File: src/design/feat_pkg.sv
// Constants for the feature-enable register bank and its prefetch monitors.
// Assumes a single 125 MHz clock and an AHB-Lite slave with 32-bit data.
// Overview of operation
// - Once the lock is one, the lock and scaling enable ignore writes.
// - Reset clears the lock, making the locked bits writable again.
// - Next-line disable bit one turns that prefetcher off; resets to zero.
// - Next-line prefetcher watches repeated loads to one line within a time limit.
// - On detection it fetches the following line from L2 or memory.
// - Writing acceleration disable one disables it; query leaf bit 1 reads zero.
// - While acceleration disable is zero on supported hardware, query leaf bit 1 reports enabled.
// - Power-on value of acceleration disable shows hardware support: one present.
// - Sequential-history disable bit one turns that prefetcher off; resets zero.
// - Sequential-history prefetcher uses sequential load history to prefetch next data.
// - Scaling enable sits at bit 16 and is read/write while unlocked.
package feat_pkg;
   // ==========================================================
   // Register map
   localparam logic [7:0] OFS_LOW = 8'h00;
   localparam logic [7:0] OFS_HIGH = 8'h04;
   localparam logic [7:0] OFS_QUERY = 8'h08;
   localparam logic [7:0] OFS_PF_STATUS = 8'h0C;
   // ==========================================================
   // Field positions within the 64-bit register and the query word
   localparam int BIT_SCALE_EN = 16;
   localparam int BIT_SCALE_LOCK = 20;
   localparam int BIT_NL_DIS = 37;
   localparam int BIT_ACCEL_DIS = 38;
   localparam int BIT_SH_DIS = 39;
   localparam int BIT_ACCEL_FLAG = 1;
   localparam logic [63:0] WRITABLE_MASK = 64'h0000_00E0_0011_0000;
   // ==========================================================
   // Prefetch timing
   localparam int WINDOW_NS = 64;
   localparam int CLOCK_NS = 8;
   localparam int WINDOW_CYC = WINDOW_NS / CLOCK_NS;
   localparam int NL_HITS = 3;
   localparam int LINE_LSB = 6;
endpackage

File: src/design/feat_regs.sv
// Feature-enable register bank behind an AHB-Lite slave, with prefetch engine.
// Assumes single word transfers; the slave answers with zero wait states.
`timescale 1ns/1ns
module feat_regs
   import feat_pkg::*;
#(
   parameter int AW = 32,
   parameter bit ACCEL_SUPPORTED = 1'b1
) (
   input wire logic clock,
   input wire logic resetn,
   input wire logic hsel,
   input wire logic [31:0] haddr,
   input wire logic [1:0] htrans,
   input wire logic hwrite,
   input wire logic [2:0] hsize,
   input wire logic [31:0] hwdata,
   input wire logic hready,
   output logic [31:0] hrdata,
   output logic hreadyout,
   output logic hresp,
   input wire logic load_valid,
   input wire logic [AW-1:0] load_addr,
   output logic pf_valid,
   output logic [AW-1:0] pf_addr,
   output logic scale_enable,
   output logic scale_locked,
   output logic accel_enabled_flag
);
   typedef struct packed {
      logic wr_pend;
      logic [7:0] addr;
      logic scale_en;
      logic lock;
      logic nl_dis;
      logic sh_dis;
      logic accel_dis;
      logic [31:0] rdata;
   } reg_state_t;
   reg_state_t s_q, s_d;
   logic [63:0] image;
   logic [31:0] word;
   logic nl_active;
   logic sh_active;
   logic addr_ok;

   pf_engine #(.AW(AW)) u_pf (
      .clock(clock),
      .resetn(resetn),
      .nl_disable(s_q.nl_dis),
      .sh_disable(s_q.sh_dis),
      .load_valid(load_valid),
      .load_addr(load_addr),
      .pf_valid(pf_valid),
      .pf_addr(pf_addr),
      .nl_active(nl_active),
      .sh_active(sh_active)
   );

   // ==========================================================
   // Register image; unlisted bits stay zero.
   always_comb begin
      image = '0;
      image[BIT_SCALE_EN] = s_q.scale_en;
      image[BIT_SCALE_LOCK] = s_q.lock;
      image[BIT_NL_DIS] = s_q.nl_dis;
      image[BIT_ACCEL_DIS] = s_q.accel_dis;
      image[BIT_SH_DIS] = s_q.sh_dis;
   end

   assign hreadyout = 1'b1;
   assign hresp = 1'b0;
   assign hrdata = s_q.rdata;
   assign scale_enable = s_q.scale_en;
   assign scale_locked = s_q.lock;
   assign accel_enabled_flag = ACCEL_SUPPORTED && !s_q.accel_dis;
   assign addr_ok = haddr[1:0] == 2'b00;
   assign word = hwdata;

   // ==========================================================
   // Bus slave
   always_comb begin
      logic [63:0] wimg;
      wimg = image;
      s_d = s_q;
      s_d.wr_pend = 1'b0;
      if (s_q.wr_pend) begin
         if (s_q.addr == OFS_LOW) begin
            wimg[31:0] = word;
         end else if (s_q.addr == OFS_HIGH) begin
            wimg[63:32] = word;
         end
         if (s_q.addr == OFS_LOW || s_q.addr == OFS_HIGH) begin
            wimg = wimg & WRITABLE_MASK;
            if (!s_q.lock) begin
               s_d.scale_en = wimg[BIT_SCALE_EN];
               s_d.lock = wimg[BIT_SCALE_LOCK];
            end
            s_d.nl_dis = wimg[BIT_NL_DIS];
            s_d.sh_dis = wimg[BIT_SH_DIS];
            s_d.accel_dis = ACCEL_SUPPORTED ? wimg[BIT_ACCEL_DIS] : 1'b0;
         end
      end
      if (hsel && hready && htrans[1] && addr_ok) begin
         s_d.wr_pend = hwrite;
         s_d.addr = haddr[7:0];
         s_d.rdata = 32'h0000_0000;
         if (!hwrite) begin
            unique case (haddr[7:0])
               OFS_LOW: s_d.rdata = image[31:0];
               OFS_HIGH: s_d.rdata = image[63:32];
               OFS_QUERY: s_d.rdata = 32'({accel_enabled_flag, 1'b0});
               OFS_PF_STATUS: s_d.rdata = {30'h0000_0000, sh_active, nl_active};
               default: s_d.rdata = 32'h0000_0000;
            endcase
         end
      end
   end

   always_ff @(posedge clock or negedge resetn) begin
      if (!resetn) begin
         s_q <= '0;
         s_q.accel_dis <= ACCEL_SUPPORTED;
      end else begin
         s_q <= s_d;
      end
   end
endmodule

File: src/design/pf_engine.sv
// Prefetch decision logic for the next-line and sequential-history prefetchers.
// Assumes load addresses arrive as one-cycle valid pulses on the core clock.
`timescale 1ns/1ns
module pf_engine
   import feat_pkg::*;
#(
   parameter int AW = 32
) (
   input wire logic clock,
   input wire logic resetn,
   input wire logic nl_disable,
   input wire logic sh_disable,
   input wire logic load_valid,
   input wire logic [AW-1:0] load_addr,
   output logic pf_valid,
   output logic [AW-1:0] pf_addr,
   output logic nl_active,
   output logic sh_active
);
   typedef struct packed {
      logic [AW-1:0] line;
      logic [AW-1:0] prev_line;
      logic [3:0] hits;
      logic [7:0] age;
      logic pf_valid;
      logic [AW-1:0] pf_addr;
   } pf_state_t;
   pf_state_t s_q, s_d;
   logic [AW-1:0] cur_line;
   localparam logic [AW-1:0] ONE_LINE = AW'(1);

   assign cur_line = load_addr >> LINE_LSB;
   assign nl_active = !nl_disable;
   assign sh_active = !sh_disable;
   assign pf_valid = s_q.pf_valid;
   assign pf_addr = s_q.pf_addr;

   // ==========================================================
   // Detection
   always_comb begin
      s_d = s_q;
      s_d.pf_valid = 1'b0;
      if (s_q.age < 8'(WINDOW_CYC)) begin
         s_d.age = s_q.age + 8'h01;
      end else begin
         s_d.hits = 4'h0;
      end
      if (load_valid) begin
         if (cur_line == s_q.line && s_q.age < 8'(WINDOW_CYC)) begin
            s_d.hits = s_q.hits + 4'h1;
         end else begin
            s_d.hits = 4'h1;
            s_d.age = 8'h00;
         end
         s_d.line = cur_line;
         s_d.prev_line = cur_line;
         if (nl_active && cur_line == s_q.line && s_q.age < 8'(WINDOW_CYC)
             && s_q.hits + 4'h1 >= 4'(NL_HITS)) begin
            s_d.pf_valid = 1'b1;
            s_d.pf_addr = (cur_line + ONE_LINE) << LINE_LSB;
            s_d.hits = 4'h0;
         end else if (sh_active && cur_line == s_q.prev_line + ONE_LINE) begin
            s_d.pf_valid = 1'b1;
            s_d.pf_addr = (cur_line + ONE_LINE) << LINE_LSB;
         end
      end
   end

   always_ff @(posedge clock or negedge resetn) begin
      if (!resetn) begin
         s_q <= '0;
      end else begin
         s_q <= s_d;
      end
   end
endmodule

File: config.mk
export PLATFORM = sky130hd
export DESIGN_NAME = feat_regs
export DESIGN_NICKNAME = d
export VERILOG_FILES = /design/src/design/feat_pkg.sv /design/src/design/feat_regs.sv /design/src/design/pf_engine.sv
export SDC_FILE = /design/constraint.sdc
export NUM_CORES = 1
export LEC_CHECK = 0
export BUFFER_PORTS_ARGS = -buffer_cell sky130_fd_sc_hd__buf_2
export CORE_MARGIN = 2
export CORE_UTILIZATION = 38
export DETAILED_ROUTE_END_ITERATION = 10
export PLACE_DENSITY = 0.76
export SYNTH_ARGS = -nofsm -noshare
export SYNTH_HDL_FRONTEND = slang
export SYNTH_SLANG_ARGS = --single-unit
export TNS_END_PERCENT = 100
File: constraint.sdc
create_clock -name clock -period 2.82 [get_ports clock]
set_input_delay 0.141 -clock clock [delete_from_list [all_inputs] [get_ports clock]]
set_output_delay 0.141 -clock clock [all_outputs]
set_load 0.01 [all_outputs]
* Yosys cells after proc, flatten, opt, wreduce, memory -nomap -nowiden
Index checks and enable logic that the tools add are counted.
Widths: inputs -> output; s select.
** Operators by class
- Order comparisons :: 2
- Reductions and logical operators :: 20
- $add $sub $neg :: 4
- Bitwise logic cells :: 2
- Shift operators :: 0
- Equal/unequal tests :: 7
- Divide/modulo/power cells :: 0
- Multipliers :: 0
- Mux-type cells :: 13
** Operators by type and width (number)
- $pmux 21 s4 :: 1
- $mux 33 :: 2
- $mux 45 :: 1
- $mux 21 :: 2
- $add 26x1->27 const B :: 1
- $eq 26x27->1 :: 1
- $add 26x1->26 const B :: 1
- $eq 26x26->1 :: 1
- $eq 8x3->1 const B :: 2
- $eq 8x4->1 const B :: 2
- $logic_not 8->1 :: 2
- $mux 8 :: 2
- $mux 4 :: 3
- $mux 9 :: 1
- $add 8x1->8 const B :: 1
- $logic_and 1x1->1 :: 8
- $lt 8x4->1 const B :: 1
- $reduce_and 4->1 :: 2
- $add 4x1->4 const B :: 1
- $ge 4x2->1 const B :: 1
- $reduce_and 2->1 :: 2
- $logic_not 1->1 :: 3
- $logic_not 2->1 :: 1
- $ne 2x2->1 const B :: 1
- 4 further kinds :: 5
** Word-level totals
- Bits in latches :: 0
- RAM bits :: 0
- Output and inout bits :: 70
- Input bits :: 107
- Bits in read-only memories :: 0
- Flip-flop bits (word level) :: 117
- Memories :: 0

* Longest topological paths before layout
Gate-level depths: netlist of the first run.
- Depth in word-level cells :: 6
- Mapped depth :: 11
- Mapped depth without buffers :: 9

* Hierarchy
A second synthesis of the first run with hierarchy kept.
** Second synthesis, totals
- Cells, all modules :: 551
- Area total of the unflattened synthesis :: 5780.5 um^2
** By module, submodules not included
- pf_engine :: area an instance 4620.7 um^2, cells each 448, instances 1
- feat_regs :: area an instance 1159.9 um^2, cells each 103, instances 1

* Least setup slack after synthesis of the first run
Ideal clock, no wire load.
- Path kind :: flip-flop to flip-flop
- Start :: reg u_pf.s_q[79] (netlist name)
- End :: reg u_pf.s_q (netlist bit u_pf.pf_addr[11])
- Library setup time :: 0.127 ns
- Arrival time :: 2.873 ns
- Clock period less this slack :: 3.001 ns
- Stages on the path, launching flop included :: 12
- Path slack :: -0.181 ns
- Required time :: 2.693 ns
- Cell sequence :: dfrtp_1 -> buf_2 -> nand4_1 -> or4_1 -> clkbuf_1 -> a211o_1 -> a211oi_1 -> and4_1 -> nand4_2 -> a21oi_4 -> buf_6 -> mux2_1
** On the way
- Longest elaborated chain between the ends :: 6
- Elaborated cells between the ends (all ways) :: 10
- Classes of those cells :: add/sub: 1; eq/ne: 2; mux: 1; reduce/logical: 6
** RTL lines
- from (decl) :: RTL line pf_engine.sv:28 : pf_state_t s_q, s_d;
- from (signal assigned) :: RTL line pf_engine.sv:71 : s_q <= '0;
- from (signal assigned) :: RTL line pf_engine.sv:73 : s_q <= s_d;
- branches (longest 6 deep; another with $add 26x1->27)
Parallel ways; which one is timed is not known.
A chain may end at the register's enable or synchronous reset.

* Worst setup path in the final report of the first run
- Start :: reg u_pf.s_q[96] (netlist name)
- End :: reg u_pf.s_q (netlist bit u_pf.pf_addr[30])
Same word-level chain as after synthesis.

==> results of run 1 <==
[timing repair]
action,in CTS,in global routing
setup endpoints to repair,26,38
hold endpoints to repair,2,0
pin swaps,12,19
gates cloned,2,1
resized for setup,43,26
buffers inserted,13,5
hold buffers,2,0
[per-layer routing]
layer,GRT usage,wire length [um],vias up
met2,0.319,7410,189
met3,0.0378,911,47
met5,0,0,-
li1,-,-,2177
met1,0.225,5890,2275
met4,0.0793,619,0
[layout make-up]
class,count,area (um2)
sequential,86,2150
fill,1227,7260
tap,184,230
antenna,1,2.50
multi-input combinational,411,3160
timing repair buffer,170,1180
inverter,15,56.3
clock inverter,7,104
clock buffer,9,225
[report_power, final]
part / switching [mW] / internal [mW]
clock: 0.539 / 0.789
sequential: 0.0589 / 1.30
combinational: 0.366 / 0.319
[worst max path at each step]
stage / startpoint / end / slack (ns) / depth (start not counted)
5_1_grt: u_pf.s_q[96]$_DFFE_PN0P_ / u_pf.pf_addr[19]$_DFFE_PN0P_ / -0.37 / 11
3_3_place_gp: u_pf.s_q[94]$_DFFE_PN0P_ / u_pf.pf_addr[8]$_DFFE_PN0P_ / -0.14 / 9
4_1_cts: u_pf.s_q[77]$_DFFE_PN0P_ / u_pf.pf_addr[8]$_DFFE_PN0P_ / -0.11 / 10
6_report: u_pf.s_q[96]$_DFFE_PN0P_ / u_pf.pf_addr[30]$_DFFE_PN0P_ / -0.27 / 11
2_1_floorplan: u_pf.s_q[80]$_DFFE_PN0P_ / u_pf.pf_addr[11]$_DFFE_PN0P_ / -0.14 / 11
3_5_place_dp: u_pf.s_q[82]$_DFFE_PN0P_ / u_pf.pf_addr[20]$_DFFE_PN0P_ / -0.17 / 10
[cells in the final DEF, fill, tap and decap left out, types with 15 or more instances in the layout]
cell type	n
xor2_1	20
inv_1	15
dfrtp_1	85
mux2_4	15
nand2_1	39
nand3_1	21
xnor2_1	35
buf_4	74
mux2_2	32
buf_2	81
nor2_1	30
and3_1	18
conb_1	33
[critical path: cells and delay by family, from the launching register on]
family / cells / cell delay [ns]
compound gates: 2 / 0.34
xor+xnor: 1 / 0.30
buf+inv: 3 / 0.45
flops: 1 / 0.41
mux: 1 / 0.30
simple gates: 4 / 1.16
[state kept, by name, indices dropped and copies added (netlist names)]
name	flops
u_pf.pf_valid	1
s_q	9
scale_enable	1
image	3
u_pf.pf_addr	26
hrdata	7
u_pf.s_q	38
scale_locked	1
[logic make-up (layout without fill, tap and decap cells)]
kind of cell	Yosys count	after routing	share of synthesized area
AOI/OAI and AO/OA	70	70	0.0916
xor gates and xnor gates	65	65	0.103
adders and majority gates	5	5	0.0113
buffers and inverters	107	201	0.120
DFF	86	86	0.388
muxes	50	50	0.101
other	2	34	0.00135
and+or+nand+nor	188	188	0.184
[metrics by stage]
| stage | setup slack [ns] | cell area (um2) |
|---|---|---|
| finish | -0.267 | 7110 |
| detailed placement | -0.175 | 6260 |
| global route | -0.366 | 7110 |
| global placement | -0.144 | 6260 |
| CTS | -0.106 | 6980 |
| floorplan | -0.144 | 5660 |
==> results.md, run 1 <==
* Std-Cell Rows at between 40 and 50
* Non-filler cells, final at 883
* Die Width at about 120 um
* Area grow syn2layout at 28.3%
* Initial Util at 0.386
* R2R Path Start: u_pf.s_q[96]$_DFFE_PN0P_
* I/O Pins at 177
* Placed Cells at 851
* Synth top area share at 0.384
* First-pass GRT wire length at between 20000 and 25000 um
* Clk_lat worst skew at between 0.3 and 0.4 ns
* Reg2reg setup slack at -0.27 ns
* Synth unique cells at 57
* Vias in the first global route at between 4000 and 5000
* Mapped cell area at approximately 0.0055 mm2
* Avg WL per Cell at around 17 um
* Worst path cell trace: xnor2_2 -> nand4_1 -> or4_4 -> nor4b_4 -> buf_4 -> nand3_4 -> o21a_1 -> a21oi_4 -> buf_12 -> buf_12 -> mux2_4
* DRT iter0 DRCs at approximately 340
* Synth area leaders: dfrtp_1, buf_4, mux2_2
* Fin worst setup slack at -0.267 ns
* Clk root buf: clkbuf_16
* Syn Inst Count at about 570
* Dpl hpwl at approximately 9800 um
* Setup crit start kind: flop
* Synth Flop Type: dfrtp_1
* Post-synthesis sequential area ratio at 0.388
* Routability cong. at between 0.9 and 1
* CP arrival at roughly 3.3 ns
* Top fanout value on the critical path at 5
* Most frequent CP cell: buf_12
* Vias/cell at around 5.3
* Maxcap violations at 0
* Lkg Pwr at approximately 3.4 nW
* Slowest stage delay, CP at between 0.5 and 0.6 ns
* Yosys warns at 0
* DR pass1 iterations at 5
* FFs w/ async S/R, synth at 1.00
* Post-synth top cells: dfrtp_1, buf_4, xnor2_1
* TritonCTS clock tree: built
* HP Class: primary input to async pin
* Global route overflow at 0
* CTS sink count at 86
* Post-route ant nets at 0
* Critical Path End Type: flop
* Final core utilization at 0.495
* RSZ-0062 raised after global routing: yes
* Die area at between 0.015 and 0.02 mm2
* # DRC at 0
* Fin nets at 805
* Reg2Reg Depth at 11
* Avg Cell Area, Syn at slightly below 10 um2
* Ratio of cells with drive above 1 in the final layout at 0.380
* Area leader, netlist: dfrtp_1
* Failing checks: negative hold slack, negative setup slack
* Worst hold margin at -0.0222 ns
* Final Power at approximately 3.4 mW
* Post-synth EDFFs at 0
* Pwr Density at 474 mW/mm2
* Fin Setup TNS at -5.26 ns
* Worst slew pin tran at 1.10 ns
* Clock transition at the registers of the reported paths at around 0.07 ns
* Worst R2R End: u_pf.pf_addr[30]$_DFFE_PN0P_
* Die Height at 125 um
* Largest net degree at the start of global routing at 87
* VDD IR-drop max at about 0.00035 V
* Final worst clock skew at roughly 0.0099 ns
* Final Hold Vio Count at 11
* TritonCTS buffer count at 9
* Slew Limit Fails at 0
* Total GRT Usage at 0.185
* CP Class: flop to flop
* Outcome: complete, but fails checks
* PortBufs at 82
* CTS H-tree depth at 3
* Min cycle time layout at 3.09 ns
* Worst path slowest cell: or4_4
* Relative slew slack at 0.267
* CTS max path bufs at 2
* Via count at 4688
* FF+latch count, synth at 86
* CP required at 3.04 ns
* Final worst-path cycle share at 1.09
* Final Setup Violations at 29
* Initial antenna violation count at 1
* Drt total wl at about 15000 um
* Count leader, synth: dfrtp_1
* Max Freq at about 0.32 GHz
* Core ar. at roughly 0.014 mm2
Note: power is estimated with default switching activity, not from simulation.
==> inputs of run 2 (changes only) <==
--- a/config.mk
+++ b/config.mk
@@ -5,11 +5,12 @@
 export SDC_FILE = /design/constraint.sdc
 export NUM_CORES = 1
 export LEC_CHECK = 0
+export ABC_AREA = 1
 export BUFFER_PORTS_ARGS = -buffer_cell sky130_fd_sc_hd__buf_2
 export CORE_MARGIN = 2
 export CORE_UTILIZATION = 38
 export DETAILED_ROUTE_END_ITERATION = 10
-export PLACE_DENSITY = 0.76
+export PLACE_DENSITY = 0.66
 export SYNTH_ARGS = -nofsm -noshare
 export SYNTH_HDL_FRONTEND = slang
 export SYNTH_SLANG_ARGS = --single-unit
==> results.md, run 2 <==
* Outcome: finished, final reports clean
* Top fanout value on the critical path at 26
* CTS H-tree depth at 3
* Vias/cell at around 4.7
* Worst R2R End: u_pf.pf_addr[8]$_DFFE_PN0P_
* Synth unique cells at 34
* VDD IR-drop max at about 0.00034 V
* Pwr Density at 479 mW/mm2
* Fill cells at 1487
* Max FFs per register at 38
* Fin nets at 924
* Synth Flop Type: dfrtp_1
* CTS resizes at 0
* Mapped cell area at around 0.0057 mm2
* Final instance area at 0.00622 mm2
* Routability cong. at 0.875
* Highest-count cells in the layout ignoring fill and taps: nand2_1, inv_1, dfrtp_1
* RSZ-0062 raised after global routing: no
* End of the critical path: u_pf.pf_addr[8]$_DFFE_PN0P_
* Post-synth top cells: nand2_1, inv_1, dfrtp_1
* Area grow syn2layout at 9.49%
* Largest net degree at the start of global routing at 49
* Die area at about 0.016 mm2
* Area after DPL at just under 0.006 mm2
* CP required at a little over 3 ns
* PortBufs at between 80 and 90
* Total GRT Usage at 0.158
* Lkg Pwr at about 3.2 nW
* CTS sink count at between 80 and 90
* Most flops, register: u_pf.s_q
* Clock transition at the registers of the reported paths at around 0.070 ns
* CP arrival at between 2 and 3 ns
* Count leader, synth: nand2_1
* Clk root buf: clkbuf_16
* TritonCTS buffer count at 9
* Fin Setup TNS at 0 ns
* Die Width at approximately 130 um
* Min cycle time layout at approximately 2.5 ns
* Worst path slowest cell: dfrtp_1
* Placed Cells at 984
* I/O Pins at 177
* Vias in the first global route at between 4000 and 5000
* Critical Path Start: u_pf.s_q[77]$_DFFE_PN0P_
* Drt total wl at around 12000 um
* Ratio of cells with drive above 1 in the final layout at 0.185
* Die Height at roughly 130 um
* Reg2Reg Depth at 15
* DR pass1 iterations at 4
* R2R Path Start: u_pf.s_q[77]$_DFFE_PN0P_
* Dpl hpwl at around 9400 um
* FF+latch count, synth at 86
* Core ar. at 0.0146 mm2
* FFs w/ async S/R, synth at 1.00
* First-pass GRT wire length at 20700 um
* Antenna Cells at 0
* Syn Inst Count at 760
* Maxcap violations at 0
* Non-filler cells, final at 1001
* Setup crit start kind: flop
* Post-synth EDFFs at 0
* Final worst clock skew at 0.0101 ns
* HP Class: primary input to flop
* DRT iter0 DRCs at approximately 380
* Final Setup Violations at 0
* Reg2reg setup slack at roughly 0.32 ns
* Max Freq at approximately 0.40 GHz
* Clk_lat worst skew at 0.35 ns
* Area leader, netlist: dfrtp_1
* Initial Util at 0.390
* Via count at between 4000 and 5000
* TritonCTS clock tree: built
* Std-Cell Rows at between 40 and 50
* Worst path cell trace: ha_1 -> nand3_1 -> nor2_2 -> nand2_2 -> o21ai_0 -> nand2_1 -> nor2_1 -> nand3_1 -> nor2_1 -> nand2_1 -> nand2_2 -> nand2_4 -> buf_12 -> nand2_1 -> o21ai_2
* Synth area leaders: dfrtp_1, nand2_1, buf_4
* Initial antenna violation count at 0
* Yosys warns at 0
* Critical Path End Type: flop
* Final worst-path cycle share at 0.886
* Most frequent CP cell: nand2_1
* CP Class: flop to flop
* Slew Limit Fails at 0
* Slowest stage delay, CP at about 0.43 ns
* Relative slew slack at 0.390
* Post-CTS Setup Inserts at 0
* Worst slew pin tran at approximately 0.9 ns
* # DRC at 0
* Synth top area share at 0.374
* Final Hold Vio Count at 0
* Most common cell after layout, fill and taps aside: nand2_1
* Post-synthesis sequential area ratio at 0.379
* Post-route ant nets at 0
* Avg Cell Area, Syn at between 7 and 8 um2
* Avg WL per Cell at roughly 12 um
* Global route overflow at 0
* CTS max path bufs at 2
==> run 2: changes by cell type after synthesis, sizes merged, moves of 19 or more <==
cell	previous run	this run
nand2	39	220
xnor2	45	14
mux2	47	3
inv	15	89
nor2	30	72
o21ai	18	60
and3	19	0
==> run 2: final cells by class <==
cell class	instances	area [um2]	area share
flip-flops and latches	86	2150	0.346
inverters	89	334	0.0537
clock inverters	7	65.1	0.0105
well taps	184	230	0.0370
clock buffers	9	225	0.0362
multi-input cells	533	2710	0.435
repair buffers	93	510	0.0820
==> run 2: critical path, delay by kind of cell (launching register included) <==
family / cells / cell delay, ns
flops: 1 / 0.43
compound gates: 2 / 0.22
fa+ha+maj: 1 / 0.24
buf+inv: 1 / 0.22
simple gates: 11 / 1.26
==> run 2: metrics by stage <==
step                worst slack [ns]  power, mW   util  hold slack, ns
finish                         0.320       2.98  0.427          0.0239
global placement               0.382       1.82  0.406           0.208
detailed placement             0.342       1.82  0.406           0.209
global route                  0.0558       3.14  0.427          0.0284
floorplan                      0.816       1.70      -          -0.155
CTS                            0.327       3.01  0.427          0.0206
==> run 2: worst min-delay path by stage <==
stage,startpoint,endpoint,slack [ns],cells after the start
6_report,hwdata[20],scale_locked$_DFFE_PN0P_,0.02,3
5_1_grt,hwdata[6],image[38]$_DFFE_PN1P_,0.03,2
4_1_cts,hwdata[20],scale_locked$_DFFE_PN0P_,0.02,3
3_5_place_dp,resetn,u_pf.s_q[80]$_DFFE_PN0P_,0.21,1
3_3_place_gp,resetn,u_pf.s_q[80]$_DFFE_PN0P_,0.21,1
2_1_floorplan,resetn,hrdata[0]$_DFFE_PN0P_,-0.15,0
==> run 2: report_power, final <==
| group | internal [mW] | switching, mW | total (mW) |
|---|---|---|---|
| Combinational | 0.151 | 0.290 | 0.441 |
| Sequential | 1.30 | 0.0647 | 1.36 |
| Clock | 0.620 | 0.556 | 1.18 |
| Total | 2.07 | 0.911 | 2.98 |
==> run 2: cell families (layout without fill, tap and decap cells) <==
kind of cell | after synthesis | after routing | share of synthesized area
AND/OR/NAND/NOR | 371 | 371 | 0.278
buffers and inverters | 172 | 198 | 0.166
flip-flops | 86 | 86 | 0.379
AO/OA/AOI/OAI | 72 | 72 | 0.0832
XOR/XNOR | 48 | 48 | 0.0739
adder cells (fa/ha/maj) | 5 | 5 | 0.0110
multiplexers | 4 | 4 | 0.00770
other | 2 | 33 | 0.00132
==> run 2: repair_timing <==
action / CTS / global route
hold buffers: 1 / 0
endpoints found under the hold margin: 46 / 0
endpoints found under the setup margin: 0 / 0
==> run 2: metal layers <==
layer	global-route usage	up-vias	wire length (um)
met4	0.0511	0	179
li1	-	2391	-
met3	0.0295	14	419
met5	0	-	0
met1	0.208	2172	5850
met2	0.265	80	5840
==> inputs of run 3 (changes only) <==
--- a/config.mk
+++ b/config.mk
@@ -7,10 +7,12 @@
 export LEC_CHECK = 0
 export ABC_AREA = 1
 export BUFFER_PORTS_ARGS = -buffer_cell sky130_fd_sc_hd__buf_2
+export CELL_PAD_IN_SITES_DETAIL_PLACEMENT = 1
+export CELL_PAD_IN_SITES_GLOBAL_PLACEMENT = 1
 export CORE_MARGIN = 2
-export CORE_UTILIZATION = 38
+export CORE_UTILIZATION = 33
 export DETAILED_ROUTE_END_ITERATION = 10
-export PLACE_DENSITY = 0.66
+export PLACE_DENSITY = 0.78
 export SYNTH_ARGS = -nofsm -noshare
 export SYNTH_HDL_FRONTEND = slang
 export SYNTH_SLANG_ARGS = --single-unit
==> results.md, run 3 (synthesis results as in run 2) <==
* Worst path cell trace: ha_1 -> nand3_1 -> nor2_2 -> nand2_2 -> xor2_1 -> inv_1 -> nand2_1 -> nor2_1 -> nand2_1 -> nor2_1 -> nand2_1 -> nand2_2 -> nand2_4 -> buf_12 -> nand2_1 -> o21ai_2
* Fin Setup TNS at 0 ns
* Fill cells at 2135
* CP arrival at approximately 2.8 ns
* Buf/Inv on CP at 2
* TritonCTS buffer count at 9
* Lkg Pwr at about 3.2 nW
* Setup crit start kind: flop
* Clock transition at the registers of the reported paths at ~0.06 ns
* Initial antenna violation count at 0
* Dpl ws at between 0.2 and 0.3 ns
* DRT iter0 DRCs at 187
* Vias/cell at 4.57
* Core ar. at roughly 0.017 mm2
* Max Freq at around 0.39 GHz
* Post-route ant nets at 0
* Final worst clock skew at approximately 0.011 ns
* CP required at a little over 3 ns
* Slew Limit Fails at 0
* Dpl hpwl at between 10000 and 15000 um
* Cell family with most CP delay: simple AND/OR/NAND/NOR gates
* HP Class: primary input to flop
* Clk root buf: clkbuf_16
* Drt total wl at between 10000 and 15000 um
* Final worst-path cycle share at 0.904
* Maxcap violations at 0
* Total GRT Usage at 0.163
* TritonCTS clock tree: built
* Area grow syn2layout at 9.77%
* Die Width at between 100 and 150 um
* VDD IR-drop max at ~0.00028 V
* Max FFs per register at 38
* Global route overflow at 0
* Relative slew slack at 0.366
* CTS max path bufs at 2
* Placed Cells at about 1000
* Die Height at about 140 um
* Routability cong. at 0.812
* Min cycle time layout at around 2.5 ns
* Std-Cell Rows at between 40 and 50
* Highest-count cells in the layout ignoring fill and taps: nand2_1, inv_1, dfrtp_1
* Final Power at 2.96 mW
* Most flops, register: u_pf.s_q
* Clk_lat worst skew at 0.35 ns
* CTS sink count at 86
* Most frequent CP cell: nand2_1
* Final Setup Violations at 0
* Slowest stage delay, CP at around 0.44 ns
* Worst hold margin at roughly 0.022 ns
* Top fanout value on the critical path at 36
* Via count at approximately 4700
* Non-filler cells, final at around 1000
* Most common cell after layout, fill and taps aside: nand2_1
* # DRC at 0
* Fin nets at between 900 and 1000
* CP Class: flop to flop
* Largest net degree at the start of global routing at 54
* Vias in the first global route at 4904
* Area occupied by multi-input gates at 0.00271 mm2
* CTS H-tree depth at 3
* Worst slew pin tran at between 0.9 and 1 ns
* RSZ-0062 raised after global routing: no
* Die area at about 0.018 mm2
* First-pass GRT wire length at between 20000 and 25000 um
* PortBufs at roughly 80
* Pwr Density at 475 mW/mm2
* Antenna Cells at 0
* Ratio of cells with drive above 1 in the final layout at 0.179
* Worst path slowest cell: dfrtp_1
* Fin worst setup slack at around 0.27 ns
* Final Hold Vio Count at 0
* Critical Path End Type: flop
* FF/Latch Area at around 0.0022 mm2
* Avg WL per Cell at approximately 14 um
* DR pass1 iterations at 4
* Initial Util at 0.340
* Outcome: finished, final reports clean
* I/O Pins at ~180
## run 3: timing repair
action / in CTS / in global routing
gates resized for setup: 0 / 1
hold buffers: 1 / 0
buffers inserted: 0 / 0
setup endpoints to repair: 0 / 1
hold endpoints to repair: 50 / 0
## run 3: worst min-delay path, stage by stage
cell and delay, ns:
buf_2 0.08, nand3_1 0.06, nand2_1 0.05
## run 3: cell type report
type,instances,share of cell area
clock inverters,3,0.00301
clock buffers,13,0.0417
flip-flops and latches,86,0.345
well taps,220,0.0441
inverters,89,0.0535
multi-input cells,533,0.434
repair buffers,90,0.0782
## run 3: worst paths after layout
check                      slack, ns                            to                         start  depth (start not counted)
max reg2reg                     0.27   u_pf.pf_addr[6]$_DFFE_PN0P_      u_pf.s_q[77]$_DFFE_PN0P_                         16
max in group asynchronous       1.67  u_pf.pf_addr[29]$_DFFE_PN0P_                        resetn                          3
max                             0.27   u_pf.pf_addr[6]$_DFFE_PN0P_      u_pf.s_q[77]$_DFFE_PN0P_                         16
min in group asynchronous       0.40      scale_enable$_DFFE_PN0P_                        resetn                          2
min reg2reg                     0.48  u_pf.pf_addr[25]$_DFFE_PN0P_  u_pf.pf_addr[25]$_DFFE_PN0P_                          2
min                             0.02      scale_locked$_DFFE_PN0P_                    hwdata[20]                          3
## run 3: metal layers
metal | routed length (um) | GRT usage | up-vias
met2 | 6800 | 0.274 | 73
met4 | 188 | 0.0492 | 0
met1 | 6670 | 0.219 | 2254
met3 | 456 | 0.0236 | 14
li1 | - | - | 2389
met5 | 0 | 0 | -
## run 3: metrics by stage
stage                     instance area (um2)  utilization
after floorplan                          5800            -
after global placement                   5950        0.356
after detailed placement                 5950        0.356
after CTS                                6240        0.373
after global routing                     6240        0.374
final                                    6240        0.374
## run 3: where the power goes
group	total (mW)	internal, mW	switching, mW
clock	1.15	0.645	0.501
sequential	1.36	1.30	0.0656
combinational	0.453	0.151	0.302
total	2.96	2.10	0.869
